[src/hw/sser_pkg.sv]
// package: register indices, field positions and reset values of the status bank
package sser_pkg;

	// ============================================================
	// register indices (byte address on the bus is four times the index)
	localparam logic [7:0] SSER_IDX_PART_ID = 8'h00;
	localparam logic [7:0] SSER_IDX_ERROR = 8'h02;
	localparam logic [7:0] SSER_IDX_STATUS = 8'h03;
	localparam logic [7:0] SSER_IDX_AUX_X_LO = 8'h0A;
	localparam logic [7:0] SSER_IDX_AUX_X_HI = 8'h0B;
	localparam logic [7:0] SSER_IDX_AUX_Y_LO = 8'h0C;
	localparam logic [7:0] SSER_IDX_AUX_Y_HI = 8'h0D;
	localparam logic [7:0] SSER_IDX_AUX_Z_LO = 8'h0E;
	localparam logic [7:0] SSER_IDX_AUX_Z_HI = 8'h0F;
	localparam logic [7:0] SSER_IDX_AUX_R_LO = 8'h10;
	localparam logic [7:0] SSER_IDX_AUX_R_HI = 8'h11;
	localparam logic [7:0] SSER_IDX_ACC_FIRST = 8'h12;
	localparam logic [7:0] SSER_IDX_ACC_LAST = 8'h17;

	// ============================================================
	// error_report field positions
	localparam int SSER_ERR_FATAL_BIT = 0;
	localparam int SSER_ERR_CMD_BIT = 1;
	localparam int SSER_ERR_CODE_LSB = 2;
	localparam int SSER_ERR_CODE_MSB = 4;
	localparam int SSER_ERR_FIFO_BIT = 6;
	localparam int SSER_ERR_AUX_BIT = 7;

	// persistent error codes
	localparam logic [2:0] SSER_CODE_NONE = 3'h0;
	localparam logic [2:0] SSER_CODE_ACCEL_CONFIG_REGISTER = 3'h1;

	// ============================================================
	// status_flags field positions
	localparam int SSER_ST_MAN_OP_BIT = 2;
	localparam int SSER_ST_CMD_RDY_BIT = 4;
	localparam int SSER_ST_DRDY_AUX_BIT = 5;
	localparam int SSER_ST_DRDY_ACC_BIT = 7;

	// ============================================================
	// reset values
	localparam logic [7:0] SSER_ERROR_RESET = 8'h00;
	localparam logic [7:0] SSER_STATUS_RESET = 8'h10;
	localparam logic [15:0] SSER_AUX_RESET = 16'h0000;
	localparam logic [31:0] SSER_RDATA_RESET = 32'h0000_0000;

	// ============================================================
	// bus slave states
	typedef enum logic [1:0] {
		SSER_IDLE = 2'b01,
		SSER_ACCESS = 2'b10
	} sser_bus_e;

endpackage

[src/hw/sser_aux_hold.sv]
// auxiliary sample store: x, y, z and resistance words held in flip-flops
`timescale 1ns/1ns
module sser_aux_hold
	import sser_pkg::*;
#(
	parameter int SAMPLE_W = 16,
	parameter int CHANNELS = 4
) (
	// clock and reset
	input wire logic i_clock,
	input wire logic i_rst_n,
	// new sample set
	input wire logic i_load,
	input wire logic [CHANNELS-1:0][SAMPLE_W-1:0] i_sample,
	// stored samples
	output logic [CHANNELS-1:0][SAMPLE_W-1:0] o_sample
);

	// ============================================================
	// elaboration check
	if (SAMPLE_W != 16) begin : g_bad_sample_w
		$error("sser_aux_hold: byte pairs need 16-bit samples");
	end
	if (CHANNELS < 1) begin : g_bad_channels
		$error("sser_aux_hold: CHANNELS must be at least 1");
	end

	// ============================================================
	// all channels load together so one set never mixes two samples
	always_ff @(posedge i_clock or negedge i_rst_n) begin
		if (!i_rst_n) begin
			for (int ch = 0; ch < CHANNELS; ch++) begin
				o_sample[ch] <= SSER_AUX_RESET;
			end
		end else if (i_load) begin
			for (int ch = 0; ch < CHANNELS; ch++) begin
				o_sample[ch] <= i_sample[ch];
			end
		end
	end

endmodule // sser_aux_hold

[src/hw/sser_flag.sv]
// sticky flag bank: hardware set wins over a clear in the same cycle
`timescale 1ns/1ns
module sser_flag
	import sser_pkg::*;
#(
	parameter int WIDTH = 1
) (
	// clock and reset
	input wire logic i_clock,
	input wire logic i_rst_n,
	// set and clear strobes
	input wire logic [WIDTH-1:0] i_set,
	input wire logic [WIDTH-1:0] i_clear,
	// flag state
	output logic [WIDTH-1:0] o_flag
);

	// ============================================================
	// elaboration check
	if (WIDTH < 1) begin : g_bad_width
		$error("sser_flag: WIDTH must be at least 1");
	end

	// ============================================================
	// a set arriving in the clear cycle survives, so no event is lost
	always_ff @(posedge i_clock or negedge i_rst_n) begin
		if (!i_rst_n) begin
			o_flag <= '0;
		end else begin
			o_flag <= (o_flag & ~i_clear) | i_set;
		end
	end

endmodule // sser_flag

[src/hw/sser_regs.sv]
// status, error and auxiliary-sample register bank behind an APB slave
// Functional notes
// - fixed 8-bit identification code at index zero
// - fatal error sticks until power or soft reset
// - command failure sets error bit one
// - 3-bit persistent error code, one is config
// - discarded buffer data sets bit six, read clears
// - auxiliary master error sets bit seven, read clears
// - command ready low while busy, resets high
// - accel ready set on sample, cleared by read
// - aux ready set on sample, cleared by read
// - manual auxiliary operation busy shown in bit two
// - aux x/y/z 16-bit pairs, low byte first
// - aux resistance low byte, high byte next
//
// Decided for this implementation: register access over APB.
`timescale 1ns/1ns
module sser_regs
	import sser_pkg::*;
#(
	parameter int ADDR_W = 8,
	parameter logic [7:0] PART_ID = 8'h5C // arbitrary value, replace per product
) (
	// clock and reset
	input wire logic i_clock,
	input wire logic i_rst_n,
	// apb slave
	input wire logic i_psel,
	input wire logic i_penable,
	input wire logic i_pwrite,
	input wire logic [ADDR_W-1:0] i_paddr,
	input wire logic [31:0] i_pwdata,
	output logic [31:0] o_prdata,
	output logic o_pready,
	output logic o_pslverr,
	// error events
	input wire logic i_soft_reset,
	input wire logic i_boot_fail,
	input wire logic i_cmd_fail,
	input wire logic i_accel_config_register_invalid,
	input wire logic i_buffer_discard,
	input wire logic i_aux_master_error,
	// status sources
	input wire logic i_cmd_busy,
	input wire logic i_secondary_manual_busy,
	input wire logic i_accel_sample_new,
	input wire logic i_aux_sample_new,
	input wire logic [15:0] i_aux_x,
	input wire logic [15:0] i_aux_y,
	input wire logic [15:0] i_aux_z,
	input wire logic [15:0] i_aux_r,
	// status mirror
	output logic o_cmd_ready
);

	// ============================================================
	// elaboration check
	if (ADDR_W < 7) begin : g_addr_narrow
		$error("sser_regs: ADDR_W must reach byte address 0x5C");
	end
	if (ADDR_W > 32) begin : g_addr_wide
		$error("sser_regs: ADDR_W above 32 is not supported");
	end

	// ============================================================
	// decode helpers
	function automatic logic [7:0] reg_index(input logic [ADDR_W-1:0] addr);
		logic [31:0] wide;
		wide = 32'(addr);
		return wide[9:2];
	endfunction

	function automatic logic index_mapped(input logic [ADDR_W-1:0] addr);
		logic [31:0] wide;
		logic [7:0] idx;
		wide = 32'(addr);
		idx = wide[9:2];
		if (wide[1:0] != 2'h0 || wide[31:10] != 22'h0) return 1'b0;
		return idx == SSER_IDX_PART_ID || idx == SSER_IDX_ERROR || idx == SSER_IDX_STATUS
			|| (idx >= SSER_IDX_AUX_X_LO && idx <= SSER_IDX_ACC_LAST);
	endfunction

	function automatic logic is_aux_data(input logic [7:0] idx);
		return idx >= SSER_IDX_AUX_X_LO && idx <= SSER_IDX_AUX_R_HI;
	endfunction

	function automatic logic is_accel_data(input logic [7:0] idx);
		return idx >= SSER_IDX_ACC_FIRST && idx <= SSER_IDX_ACC_LAST;
	endfunction

	// ============================================================
	// bus state and transfer strobes
	sser_bus_e bus_state;
	logic setup_phase;
	logic done;
	logic done_read;
	logic [7:0] done_idx;

	assign setup_phase = i_psel && !i_penable;
	assign done = i_psel && i_penable && o_pready && bus_state == SSER_ACCESS;
	assign done_read = done && !i_pwrite && !o_pslverr;
	assign done_idx = reg_index(i_paddr);

	// ============================================================
	// register state
	logic fatal_err;
	logic [2:0] error_code;
	logic [2:0] sticky_set;
	logic [2:0] sticky_clear;
	logic [2:0] sticky_flag; // {aux_err, fifo_err, cmd_err}
	logic [1:0] drdy_set;
	logic [1:0] drdy_clear;
	logic [1:0] drdy_flag; // {acc, aux}
	logic cmd_rdy;
	logic man_op;
	logic [3:0][15:0] aux_in;
	logic [3:0][15:0] aux_word;
	logic [7:0] error_byte;
	logic [7:0] status_byte;
	logic err_read;

	// fatal flag: only reset clears it, reads never do
	always_ff @(posedge i_clock or negedge i_rst_n) begin
		if (!i_rst_n) begin
			fatal_err <= SSER_ERROR_RESET[SSER_ERR_FATAL_BIT];
		end else if (i_boot_fail) begin
			fatal_err <= 1'b1;
		end else if (i_soft_reset) begin
			fatal_err <= 1'b0;
		end
	end

	// persistent code follows the live configuration check
	always_ff @(posedge i_clock or negedge i_rst_n) begin
		if (!i_rst_n) begin
			error_code <= SSER_CODE_NONE;
		end else begin
			error_code <= i_accel_config_register_invalid ? SSER_CODE_ACCEL_CONFIG_REGISTER
				: SSER_CODE_NONE;
		end
	end

	// clear only bits that the completed read actually returned as set
	assign err_read = done_read && done_idx == SSER_IDX_ERROR;
	assign sticky_set = {i_aux_master_error, i_buffer_discard, i_cmd_fail};
	assign sticky_clear = {
		err_read && o_prdata[SSER_ERR_AUX_BIT],
		err_read && o_prdata[SSER_ERR_FIFO_BIT],
		err_read && o_prdata[SSER_ERR_CMD_BIT]
	};

	sser_flag #(
		.WIDTH(3)
	) u_err_flags (
		.i_clock(i_clock),
		.i_rst_n(i_rst_n),
		.i_set(sticky_set),
		.i_clear(sticky_clear),
		.o_flag(sticky_flag)
	);

	// data-ready flags cleared by any read of the matching data bytes
	assign drdy_set = {i_accel_sample_new, i_aux_sample_new};
	assign drdy_clear = {
		done_read && is_accel_data(done_idx),
		done_read && is_aux_data(done_idx)
	};

	sser_flag #(
		.WIDTH(2)
	) u_drdy_flags (
		.i_clock(i_clock),
		.i_rst_n(i_rst_n),
		.i_set(drdy_set),
		.i_clear(drdy_clear),
		.o_flag(drdy_flag)
	);

	// command-ready and manual-operation levels, registered once
	always_ff @(posedge i_clock or negedge i_rst_n) begin
		if (!i_rst_n) begin
			cmd_rdy <= SSER_STATUS_RESET[SSER_ST_CMD_RDY_BIT];
			man_op <= SSER_STATUS_RESET[SSER_ST_MAN_OP_BIT];
		end else begin
			cmd_rdy <= !i_cmd_busy;
			man_op <= i_secondary_manual_busy;
		end
	end

	// mirror output kept as its own flop so the port stays registered
	always_ff @(posedge i_clock or negedge i_rst_n) begin
		if (!i_rst_n) begin
			o_cmd_ready <= SSER_STATUS_RESET[SSER_ST_CMD_RDY_BIT];
		end else begin
			o_cmd_ready <= !i_cmd_busy;
		end
	end

	// auxiliary samples; a host reading a pair across a load may see a torn word
	assign aux_in = {i_aux_r, i_aux_z, i_aux_y, i_aux_x};

	sser_aux_hold #(
		.SAMPLE_W(16),
		.CHANNELS(4)
	) u_aux_hold (
		.i_clock(i_clock),
		.i_rst_n(i_rst_n),
		.i_load(i_aux_sample_new),
		.i_sample(aux_in),
		.o_sample(aux_word)
	);

	// ============================================================
	// read image of the two flag registers, reserved bits zero
	always_comb begin
		error_byte = 8'h00;
		error_byte[SSER_ERR_FATAL_BIT] = fatal_err;
		error_byte[SSER_ERR_CMD_BIT] = sticky_flag[0];
		error_byte[SSER_ERR_CODE_MSB:SSER_ERR_CODE_LSB] = error_code;
		error_byte[SSER_ERR_FIFO_BIT] = sticky_flag[1];
		error_byte[SSER_ERR_AUX_BIT] = sticky_flag[2];
		status_byte = 8'h00;
		status_byte[SSER_ST_MAN_OP_BIT] = man_op;
		status_byte[SSER_ST_CMD_RDY_BIT] = cmd_rdy;
		status_byte[SSER_ST_DRDY_AUX_BIT] = drdy_flag[0];
		status_byte[SSER_ST_DRDY_ACC_BIT] = drdy_flag[1];
	end

	// read multiplexer; accel bytes live elsewhere and read as zero here
	function automatic logic [7:0] read_byte(input logic [7:0] idx);
		unique case (idx)
			SSER_IDX_PART_ID: return PART_ID;
			SSER_IDX_ERROR: return error_byte;
			SSER_IDX_STATUS: return status_byte;
			SSER_IDX_AUX_X_LO: return aux_word[0][7:0];
			SSER_IDX_AUX_X_HI: return aux_word[0][15:8];
			SSER_IDX_AUX_Y_LO: return aux_word[1][7:0];
			SSER_IDX_AUX_Y_HI: return aux_word[1][15:8];
			SSER_IDX_AUX_Z_LO: return aux_word[2][7:0];
			SSER_IDX_AUX_Z_HI: return aux_word[2][15:8];
			SSER_IDX_AUX_R_LO: return aux_word[3][7:0];
			SSER_IDX_AUX_R_HI: return aux_word[3][15:8];
			default: return 8'h00;
		endcase
	endfunction

	// ============================================================
	// apb slave: answer in the first access cycle, no wait states
	always_ff @(posedge i_clock or negedge i_rst_n) begin
		if (!i_rst_n) begin
			bus_state <= SSER_IDLE;
		end else begin
			unique case (bus_state)
				SSER_IDLE: begin
					if (setup_phase) bus_state <= SSER_ACCESS;
				end
				SSER_ACCESS: begin
					if (done) bus_state <= SSER_IDLE;
				end
				default: bus_state <= SSER_IDLE;
			endcase
		end
	end

	// ready raised for one access cycle; data latched at setup
	always_ff @(posedge i_clock or negedge i_rst_n) begin
		if (!i_rst_n) begin
			o_pready <= 1'b0;
			o_pslverr <= 1'b0;
			o_prdata <= SSER_RDATA_RESET;
		end else if (setup_phase && bus_state == SSER_IDLE) begin
			o_pready <= 1'b1;
			o_pslverr <= !index_mapped(i_paddr);
			// writes are answered but change nothing
			o_prdata <= (i_pwrite || !index_mapped(i_paddr)) ? SSER_RDATA_RESET
				: {24'h000000, read_byte(reg_index(i_paddr))};
		end else if (done) begin
			o_pready <= 1'b0;
			o_pslverr <= 1'b0;
		end
	end
endmodule // sser_regs
[config.mk]
export PLATFORM = sky130hd
export DESIGN_NAME = sser_regs
export DESIGN_NICKNAME = d
export VERILOG_FILES = /design/src/hw/sser_pkg.sv /design/src/hw/sser_aux_hold.sv /design/src/hw/sser_flag.sv /design/src/hw/sser_regs.sv
export SDC_FILE = /design/constraint.sdc
export NUM_CORES = 1
export LEC_CHECK = 0
export ABC_CLOCK_PERIOD_IN_PS = 2130
export BUFFER_PORTS_ARGS = -buffer_cell sky130_fd_sc_hd__buf_2
export CAP_MARGIN = 0
export CORE_ASPECT_RATIO = 1.4
export CORE_MARGIN = 2
export CORE_UTILIZATION = 36
export CTS_CLUSTER_DIAMETER = 40
export DETAILED_ROUTE_END_ITERATION = 10
export RECOVER_POWER = 25
export SYNTH_ARGS = -nofsm -noshare
export SYNTH_HDL_FRONTEND = slang
export SYNTH_SLANG_ARGS = --single-unit
[constraint.sdc]
create_clock -name i_clock -period 2.13 [get_ports i_clock]
set_clock_uncertainty 0.1 [all_clocks]
set_input_delay 0.426 -clock i_clock [delete_from_list [all_inputs] [get_ports i_clock]]
set_output_delay 0.426 -clock i_clock [all_outputs]
set_load 0.05 [all_outputs]
==> results of run 1 <==
## per-stage QoR
| stage | setup WS (ps) | hold WS [ps] | std cells |
|---|---|---|---|
| 2_1_floorplan | 88.91 | 30.41 | 354 |
| 3_3_place_gp | -15.77 | 256.2 | 586 |
| 3_5_place_dp | -36.69 | 262.4 | 586 |
| 4_1_cts | 206.7 | 76.83 | 603 |
| 5_1_grt | 111.3 | 74.56 | 603 |
| 6_report | 205.6 | 84.67 | 603 |
## critical path, cell delays in order (launching register included)
cell     delay (ps)
dfstp_2         530
nand2_1          70
or3_1           390
buf_4           220
a22oi_1         190
and4_1          200
a32oi_1         100
## per-layer routing
layer / wire length, µm / part of all wire, % / GRT usage (%) / vias to the layer above
li1: - / - / - / 1415
met1: 3943 / 37 / 20.52 / 1520
met2: 5691 / 54 / 33.80 / 119
met3: 668 / 6.3 / 4.684 / 15
met4: 242 / 2.3 / 7.785 / 0
met5: 0 / 0 / 0 / -
## registers in the layout, summed over array words and instances (netlist names), 2 cells and up
register,count
bus_state,2
o_prdata,8
u_aux_hold.o_sample,64
u_drdy_flags.o_flag,2
u_err_flags.o_flag,3
## cell usage after synthesis, types with 6 or more instances
library cell | number | share of area [%]
dfrtp_1 | 83 | 52
mux2_2 | 63 | 18
clkbuf_1 | 9 | 0.85
a22oi_1 | 22 | 4.1
nor2_1 | 15 | 1.4
nand2b_1 | 6 | 0.94
nand2_1 | 25 | 2.4
a21oi_1 | 10 | 1.3
buf_4 | 24 | 4.5
a21o_1 | 7 | 1.3
## power breakdown
group,internal [W],switching [W],leakage (nW),total [W]
Clock,0.00109,0.000632,0.162,0.00172
Sequential,0.00175,0.0000785,0.991,0.00183
Combinational,0.000228,0.000302,1.13,0.000530
Total,0.00307,0.00101,2.29,0.00409
## final cells by class
type                            instances  area (µm²)
Sequential cell                        85        2130
Clock buffer                           11       252.7
Clock inverter                          5       81.33
Timing Repair Buffer                  130       755.7
Multi-Input combinational cell        228        1693
Fill cell                            1023        5710
Inverter                                3       11.26
Tap cell                              141       176.4
## layout by cell type (no fill, tap or decap), types with 3 or more instances in the layout
cell and count:
o21ai_1 3, nor2_1 15, nor4_1 4, clkbuf_16 9, and4_1 4, conb_1 24
nor2b_1 3, a221oi_1 3, nor2_2 4, nor3_1 3, buf_4 29, a21oi_1 10
a22o_1 4, mux2i_1 3, nand2b_1 6, o21ai_0 3, nand2_1 25, nand4_1 4
a32oi_1 4, mux2_2 63, a22oi_1 22, dfrtp_1 83, a21o_1 7, buf_2 95
inv_1 3
## cells by family after synthesis
| family | Yosys count | share of synthesized area, % |
|---|---|---|
| AND/OR/NAND/NOR | 79 | 11.12 |
| multiplexers | 66 | 18.52 |
| flip-flops | 85 | 53.34 |
| buffers and inverters | 41 | 6.424 |
| other | 1 | 0.09392 |
| AO/OA/AOI/OAI | 59 | 10.50 |
## path summary, 6_finish.rpt
check	slack (ps)	depth (start not counted)	to
setup / recovery	210	6	o_prdata[4]
hold / removal	80	2	o_cmd_ready
setup reg to reg	210	6	o_prdata[4]
hold reg to reg	390	2	o_prdata[5]
max in group asynchronous	570	3	u_aux_hold.o_sample[36]
min in group asynchronous	580	2	u_aux_hold.o_sample[0]
==> impl_metrics.csv, run 1 <==
group,metric,value,unit
outcome,status,"finished clean",
routing,drc,0,
global_route,antenna_found_initial,0,
worst_setup_path,rr_startpoint,"bus_state[0]",
synthesis,ys.flop_type,"dfrtp_1",
worst_setup_path,critPathKind,"reg2reg",
routing,drt-total-wl,10550,µm
worst_setup_path,crit_start,"bus_state[0]",
synthesis,synth-edff-count,0,
clock_tree,tritoncts,"done",
routing,drt_first_pass_iters,5,
sta,max_freq,0.5196,GHz
synthesis,yosysWarningCount,0,
routing,drt-wirelength-per-cell,17.49,µm
min_path,worstHoldStart,"i_cmd_busy",
worst_setup_path,start_kind,"register",
synthesis,ys_seq_area_share,53.34,%
sta,fin_setup_tns,0,ps
place,placed_area,4763,µm²
global_route,grt-ovfl-total,0,
place,place_congestion,0.8224,
cells_and_area,utilization,47.18,%
pwr,p_leak,2.286,nW
sta,drv_slew,0,
place,hpwl,8015,µm
global_route,first_global_vias,3200,
routing,vias_per_cell,5.090,
routing,vias,3069,
sta,finalCriticalPeriod,1924,ps
min_path,hold_path_class,"in2reg",
sta,worst_pin_slew,694.5,ps
cells_and_area,final_area,5100,µm²
global_route,grt_max_degree,48,
sta,hold_viol_final,0,
floorplan,die_y,128.6,µm
clock_tree,worstSkewPairLatency,340,ps
clock_tree,cts_post_setup_buffers_inserted,0,
job,maxCapViolCount,0,
cells_and_area,fin_nets,576,
synthesis,synth_area,3993,µm²
floorplan,die-width,93.01,µm
clock_tree,root_buffer,"clkbuf_16",
floorplan,io_pins,154,
clock_tree,clkTransAtPathRegs,60,ps
synthesis,synth-seq-cells,85,
sta,slew_headroom,53.70,%
worst_setup_path,critPathRequiredTime,2240,ps
floorplan,coreArea,10810,µm²
clock_tree,cts_max_level,3,
synthesis,syn_avg_cell_area,12.06,µm²
global_route,grt.total_usage,18.60,%
sta,setup_violations,0,
place,numPortBuffers,97,
clock_tree,cts_resized,0,
cells_and_area,n_antenna_cell,0,
clock_tree,clock_path_buffers,2,
clock_tree,cts_sinks,85,
synthesis,synthArstFlopShare,100.0,%
sta,grt_setup_unrepaired,"false",
pwr,peakVddDrop,0.6675,mV
clock_tree,cts_inserted_buffers,9,
routing,dr.first_iter.drc_count,157,
global_route,grt_pass1_wl,16460,µm
routing,postRouteAntennaNets,0,
worst_setup_path,critPathCaptureType,"register",
floorplan,die-area,11960,µm²
worst_setup_path,critPathMaxFanout,11,
cells_and_area,drive_gt1_share,46.75,%
synthesis,syn_inst,331,
pwr,power,0.004087,W
floorplan,initial_core_util,36.93,%
cells_and_area,synthToLayoutAreaGrowth,27.73,%
synthesis,synth.distinct_cells,39,
sta,finalCritPeriodShare,90.35,%
clock_tree,cts_hold_buffers,1,
pwr,power_density,801.3,nW/µm²
worst_setup_path,arrival,2030,ps
floorplan,rows,45,
No activity file was read; power rests on OpenSTA's default activity.
==> run 2: changes to the inputs <==
--- a/config.mk
+++ b/config.mk
@@ -6,13 +6,13 @@
 export NUM_CORES = 1
 export LEC_CHECK = 0
 export ABC_CLOCK_PERIOD_IN_PS = 2130
-export BUFFER_PORTS_ARGS = -buffer_cell sky130_fd_sc_hd__buf_2
 export CAP_MARGIN = 0
 export CORE_ASPECT_RATIO = 1.4
 export CORE_MARGIN = 2
 export CORE_UTILIZATION = 36
 export CTS_CLUSTER_DIAMETER = 40
 export DETAILED_ROUTE_END_ITERATION = 10
+export DONT_BUFFER_PORTS = 1
 export RECOVER_POWER = 25
 export SYNTH_ARGS = -nofsm -noshare
 export SYNTH_HDL_FRONTEND = slang
==> impl_metrics.csv, run 2 (synthesized netlist as in run 1, its figures left out) <==
group,metric,value,unit
worst_setup_path,critPathKind,"reg2reg",
cells_and_area,instances_no_fill,499,
sta,worst_pin_slew,533.2,ps
worst_setup_path,rr_worst_depth,6,
outcome,violations,"hold timing",
global_route,grt_max_degree,86,
floorplan,die-area,11960,µm²
clock_tree,tritoncts,"done",
clock_tree,cts_sinks,85,
clock_tree,root_buffer,"clkbuf_16",
clock_tree,cts_post_setup_buffers_inserted,0,
outcome,status,"finished, violations left",
global_route,antenna_found_initial,2,
job,maxCapViolCount,0,
floorplan,initial_core_util,36.93,%
routing,vias_per_cell,5.267,
cells_and_area,final_cell_mix,"83 x dfrtp_1, 63 x mux2_2, 25 x nand2_1, 24 x conb_1, 22 x a22oi_1",
place,hpwl,7449,µm
clock_tree,cts_resized,0,
cells_and_area,fin_nets,469,
clock_tree,worstSkewPairLatency,350,ps
global_route,busiest_layer,"met2",
pwr,p_seq_share,48.3,%
sta,slew_headroom,64.45,%
cells_and_area,synthToLayoutAreaGrowth,12.91,%
worst_setup_path,critPathRequiredTime,2240,ps
cells_and_area,largest_register_ffs,64,
pwr,combPwrFrac,9.2,%
cells_and_area,top_regs,"u_aux_hold.o_sample x64, o_prdata x8, u_err_flags.o_flag x3",
worst_setup_path,start_kind,"register",
floorplan,rows,45,
worst_setup_path,rr_startpoint,"bus_state[0]",
clock_tree,cts_inserted_buffers,9,
place,numPortBuffers,0,
floorplan,die-width,93.01,µm
global_route,grtUsageMet3,5.679,%
routing,drt_first_pass_iters,5,
worst_setup_path,ff2ff_setup_slack,240,ps
sta,fin_setup_tns,0,ps
global_route,grtUsageMet1,18.88,%
sta,finalCritPeriodShare,88.93,%
sta,max_freq,0.5279,GHz
global_route,grt_use_met2,30.95,%
worst_setup_path,critPathCaptureType,"register",
global_route,grt-ovfl-total,0,
cells_and_area,final_common_cell,"dfrtp_1",
routing,drt-total-wl,10020,µm
routing,drt-wirelength-per-cell,20.08,µm
worst_setup_path,r2r_end,"o_prdata[4]",
worst_setup_path,critPathMaxFanout,11,
pwr,intPower,0.002887,W
cells_and_area,regMostFlops,"u_aux_hold.o_sample",
sta,finalCriticalPeriod,1894,ps
pwr,p_sw,0.0009088,W
floorplan,io_pins,154,
pwr,peakVddDrop,0.5462,mV
cells_and_area,fillers,1036,
sta,drv_slew,0,
cells_and_area,drive_gt1_share,30.70,%
pwr,p_leak,1.833,nW
place,placed_cells,477,
global_route,grt_pass1_wl,15280,µm
pwr,swShare,23.94,%
sta,setup_violations,0,
global_route,grt.total_usage,17.42,%
min_path,hold_path_class,"in2async",
routing,drc,0,
routing,postRouteAntennaNets,0,
floorplan,die_y,128.6,µm
routing,dr.first_iter.drc_count,110,
worst_setup_path,arrival,2010,ps
routing,vias,2628,
sta,holdWs,-325.1,ps
global_route,first_global_vias,2759,
floorplan,coreArea,10810,µm²
clock_tree,cts_hold_buffers,3,
pwr,power_density,842.0,nW/µm²
pwr,pwr-share-clk,42.5,%
clock_tree,cts_max_level,3,
sta,grt_setup_unrepaired,"false",
sta,hold_viol_final,85,
clock_tree,clock_path_buffers,2,
clock_tree,clkTransAtPathRegs,60,ps
place,place_congestion,0.7918,
## run 2: worst max-delay path by stage
stage | startpoint | to | slack (ps) | depth (start not counted)
floorplan | i_paddr[5] | u_err_flags.o_flag[0] | 90 | 6
global placement | i_paddr[4] | o_prdata[4] | 30 | 5
detailed placement | i_paddr[4] | o_prdata[4] | 30 | 5
CTS | bus_state[0] | o_prdata[4] | 230 | 6
global route | bus_state[0] | o_prdata[4] | 150 | 6
finish | bus_state[0] | o_prdata[4] | 240 | 6
## run 2: power by group through the flow
stage | logic, W | clock network [W] | registers, W
global placement | 0.000340 | 0 | 0.00186
detailed placement | 0.000349 | 0 | 0.00186
CTS | 0.000353 | 0.00165 | 0.00183
global route | 0.000379 | 0.00171 | 0.00185
finish | 0.000351 | 0.00161 | 0.00183
floorplan | 0.000353 | 0 | 0.00186
## run 2: layer usage
metal | up-vias | share of wire [%]
met3 | 12 | 7.3
met1 | 1312 | 36
li1 | 1202 | -
met2 | 102 | 54
met4 | 0 | 2.2
met5 | - | 0
## run 2: through the flow
step	instance area, µm²	setup slack [ps]	hold WS (ps)	util [%]	total power (W)
CTS	4501	230.7	-338.0	41.63	0.003840
floorplan	4079	88.91	30.41	-	0.002208
global route	4506	149.4	-338.2	41.68	0.003937
finish	4508	235.7	-325.1	41.70	0.003796
detailed placement	4160	28.86	31.95	38.48	0.002212
global placement	4160	28.67	32.03	38.48	0.002198
## run 2: cell type report
cell class	instances	area, µm²	area share, %
well taps	141	176.4	3.913
flip-flops and latches	85	2130	47.24
inverters	3	11.26	0.2498
multi-input cells	228	1693	37.55
diodes	3	7.507	0.1665
clock buffers	11	252.7	5.606
clock inverters	5	57.56	1.277
repair buffers	23	180.2	3.997
## run 2: worst max-delay path: stages (launching register included)
cell,delay [ps]
dfstp_2,530
nand2_1,60
or3_1,400
buf_4,220
a22oi_1,170
and4_1,190
a32oi_1,90
==> run 3: changes to the inputs <==
--- a/config.mk
+++ b/config.mk
@@ -7,12 +7,15 @@
 export LEC_CHECK = 0
 export ABC_CLOCK_PERIOD_IN_PS = 2130
 export CAP_MARGIN = 0
+export CELL_PAD_IN_SITES_DETAIL_PLACEMENT = 1
+export CELL_PAD_IN_SITES_GLOBAL_PLACEMENT = 2
 export CORE_ASPECT_RATIO = 1.4
 export CORE_MARGIN = 2
 export CORE_UTILIZATION = 36
 export CTS_CLUSTER_DIAMETER = 40
 export DETAILED_ROUTE_END_ITERATION = 10
 export DONT_BUFFER_PORTS = 1
+export PLACE_DENSITY_LB_ADDON = 0.1
 export RECOVER_POWER = 25
 export SYNTH_ARGS = -nofsm -noshare
 export SYNTH_HDL_FRONTEND = slang
==> impl_metrics.csv, run 3 (synthesized netlist as in run 1, its figures left out) <==
group,metric,value,unit
global_route,grt.total_usage,18.53,%
worst_setup_path,cp_slowest_cell,"dfstp_2",
sta,finalCritPeriodShare,88.93,%
cells_and_area,drive_gt1_share,30.62,%
cells_and_area,seq_area,2130,µm²
clock_tree,root_buffer,"clkbuf_16",
pwr,power_density,836.4,nW/µm²
worst_setup_path,crit_end,"o_prdata[4]",
floorplan,die_y,128.6,µm
routing,drt-total-wl,10510,µm
floorplan,rows,45,
cells_and_area,fin_nets,470,
floorplan,coreArea,10810,µm²
clock_tree,cts_max_level,3,
sta,drv_slew,0,
clock_tree,cts_resized,0,
cells_and_area,final_area,4512,µm²
clock_tree,clock_path_buffers,2,
place,place_congestion,0.7431,
routing,vias_per_cell,5.205,
worst_setup_path,critPathCaptureType,"register",
routing,drc,0,
clock_tree,clkTransAtPathRegs,60,ps
routing,dr.first_iter.drc_count,84,
cells_and_area,top_regs,"u_aux_hold.o_sample x64, o_prdata x8, u_err_flags.o_flag x3",
place,placed_area,4180,µm²
clock_tree,cts_hold_buffers,1,
clock_tree,cts_sinks,85,
global_route,first_global_vias,2865,
worst_setup_path,crit_buf_inv,1,
cells_and_area,utilization,41.74,%
cells_and_area,final_common_cell,"dfrtp_1",
outcome,status,"finished, violations left",
global_route,grt_max_degree,86,
floorplan,initial_core_util,36.93,%
sta,fin_setup_tns,0,ps
routing,drt-wirelength-per-cell,21.15,µm
routing,vias,2587,
worst_setup_path,critPathKind,"reg2reg",
worst_setup_path,start_kind,"register",
global_route,antenna_found_initial,0,
clock_tree,tritoncts,"done",
sta,worst_pin_slew,535.4,ps
cells_and_area,final_cell_mix,"83 x dfrtp_1, 63 x mux2_2, 25 x nand2_1, 24 x conb_1, 22 x a22oi_1",
worst_setup_path,crit_chain,"nand2_1, or3_1, buf_4, a22oi_1, and4_1, a32oi_1",
min_path,hold_path_class,"in2async",
sta,finalCriticalPeriod,1894,ps
worst_setup_path,critPathRequiredTime,2230,ps
worst_setup_path,cp.depth,6,
cells_and_area,regMostFlops,"u_aux_hold.o_sample",
clock_tree,cts_inserted_buffers,9,
place,hpwl,7798,µm
worst_setup_path,arrival,2000,ps
sta,hold_viol_final,85,
worst_setup_path,rr_startpoint,"bus_state[0]",
pwr,peakVddDrop,0.6736,mV
global_route,grt_pass1_wl,16360,µm
clock_tree,cts_post_setup_buffers_inserted,0,
job,maxCapViolCount,0,
cells_and_area,fillers,1180,
worst_setup_path,rr_worst_depth,6,
floorplan,io_pins,154,
sta,setup_slack,235.7,ps
worst_setup_path,cp_top_family,"simple AND/OR/NAND/NOR gates",
place,pre_cts_ws,86.93,ps
place,numPortBuffers,0,
clock_tree,worstSkewPairLatency,340,ps
worst_setup_path,r2r_end,"o_prdata[4]",
floorplan,die-area,11960,µm²
outcome,violations,"hold timing",
sta,holdWs,-319.6,ps
worst_setup_path,critPathMaxFanout,10,
sta,setup_violations,0,
global_route,grt-ovfl-total,0,
worst_setup_path,ff2ff_setup_slack,240,ps
routing,drt_first_pass_iters,4,
cells_and_area,n_antenna_cell,0,
worst_setup_path,max_stage_delay,530,ps
cells_and_area,largest_register_ffs,64,
sta,slew_headroom,64.31,%
routing,postRouteAntennaNets,0,
pwr,p_leak,1.827,nW
cells_and_area,multi_input_area,1693,µm²
worst_setup_path,crit_start,"bus_state[0]",
sta,max_freq,0.5279,GHz
cells_and_area,synthToLayoutAreaGrowth,13.01,%
floorplan,die-width,93.01,µm
sta,grt_setup_unrepaired,"false",
==> run 3: cell types whose count changed in the layout (fill, tap and decap cells not counted) <==
cell / previous run / this run
clkinv_4: 1 / 0
clkinv_2: 2 / 1
buf_12: 0 / 1
clkbuf_1: 0 / 1
clkinvlp_4: 0 / 2
diode_2: 3 / 0
clkbuf_8: 2 / 1
==> run 3: per-layer routing <==
metal	global-route usage, %	up-vias	routed length [µm]
li1	-	1197	-
met1	21.14	1306	4147
met2	33.38	71	5652
met4	5.882	0	193
met3	5.269	13	516
met5	0	-	0
==> run 3: area by class of cell <==
class                      instances  area share, %
sequential                        85          47.20
timing repair buffer              24          4.437
inverter                           3         0.2496
clock buffer                      11          5.380
clock inverter                     5          1.303
multi-input combinational        228          37.52
tap                              141          3.910
==> run 3: how the worst min path moves through the flow <==
| stage | startpoint | endpoint | slack [ps] | cells past startpoint |
|---|---|---|---|---|
| floorplan | i_rst_n | bus_state[1] | 30 | 0 |
| CTS | i_rst_n | u_aux_hold.o_sample[3] | -330 | 0 |
| global route | i_rst_n | u_aux_hold.o_sample[3] | -340 | 0 |
| detailed placement | i_rst_n | u_aux_hold.o_sample[3] | 30 | 0 |
| finish | i_rst_n | u_aux_hold.o_sample[11] | -320 | 0 |
| global placement | i_rst_n | u_aux_hold.o_sample[10] | 30 | 0 |
==> run 3: stage by stage <==
stage | instances | total power [W]
after floorplan | 354 | 0.002208
after global placement | 478 | 0.002203
after detailed placement | 478 | 0.002219
after CTS | 495 | 0.003817
after global routing | 497 | 0.003938
final | 497 | 0.003774
==> run 3: power by group <==
part           switching [W]  total (W)  internal, W
clock network       0.000645    0.00159     0.000943
registers          0.0000783    0.00183      0.00175
logic               0.000193   0.000354     0.000161
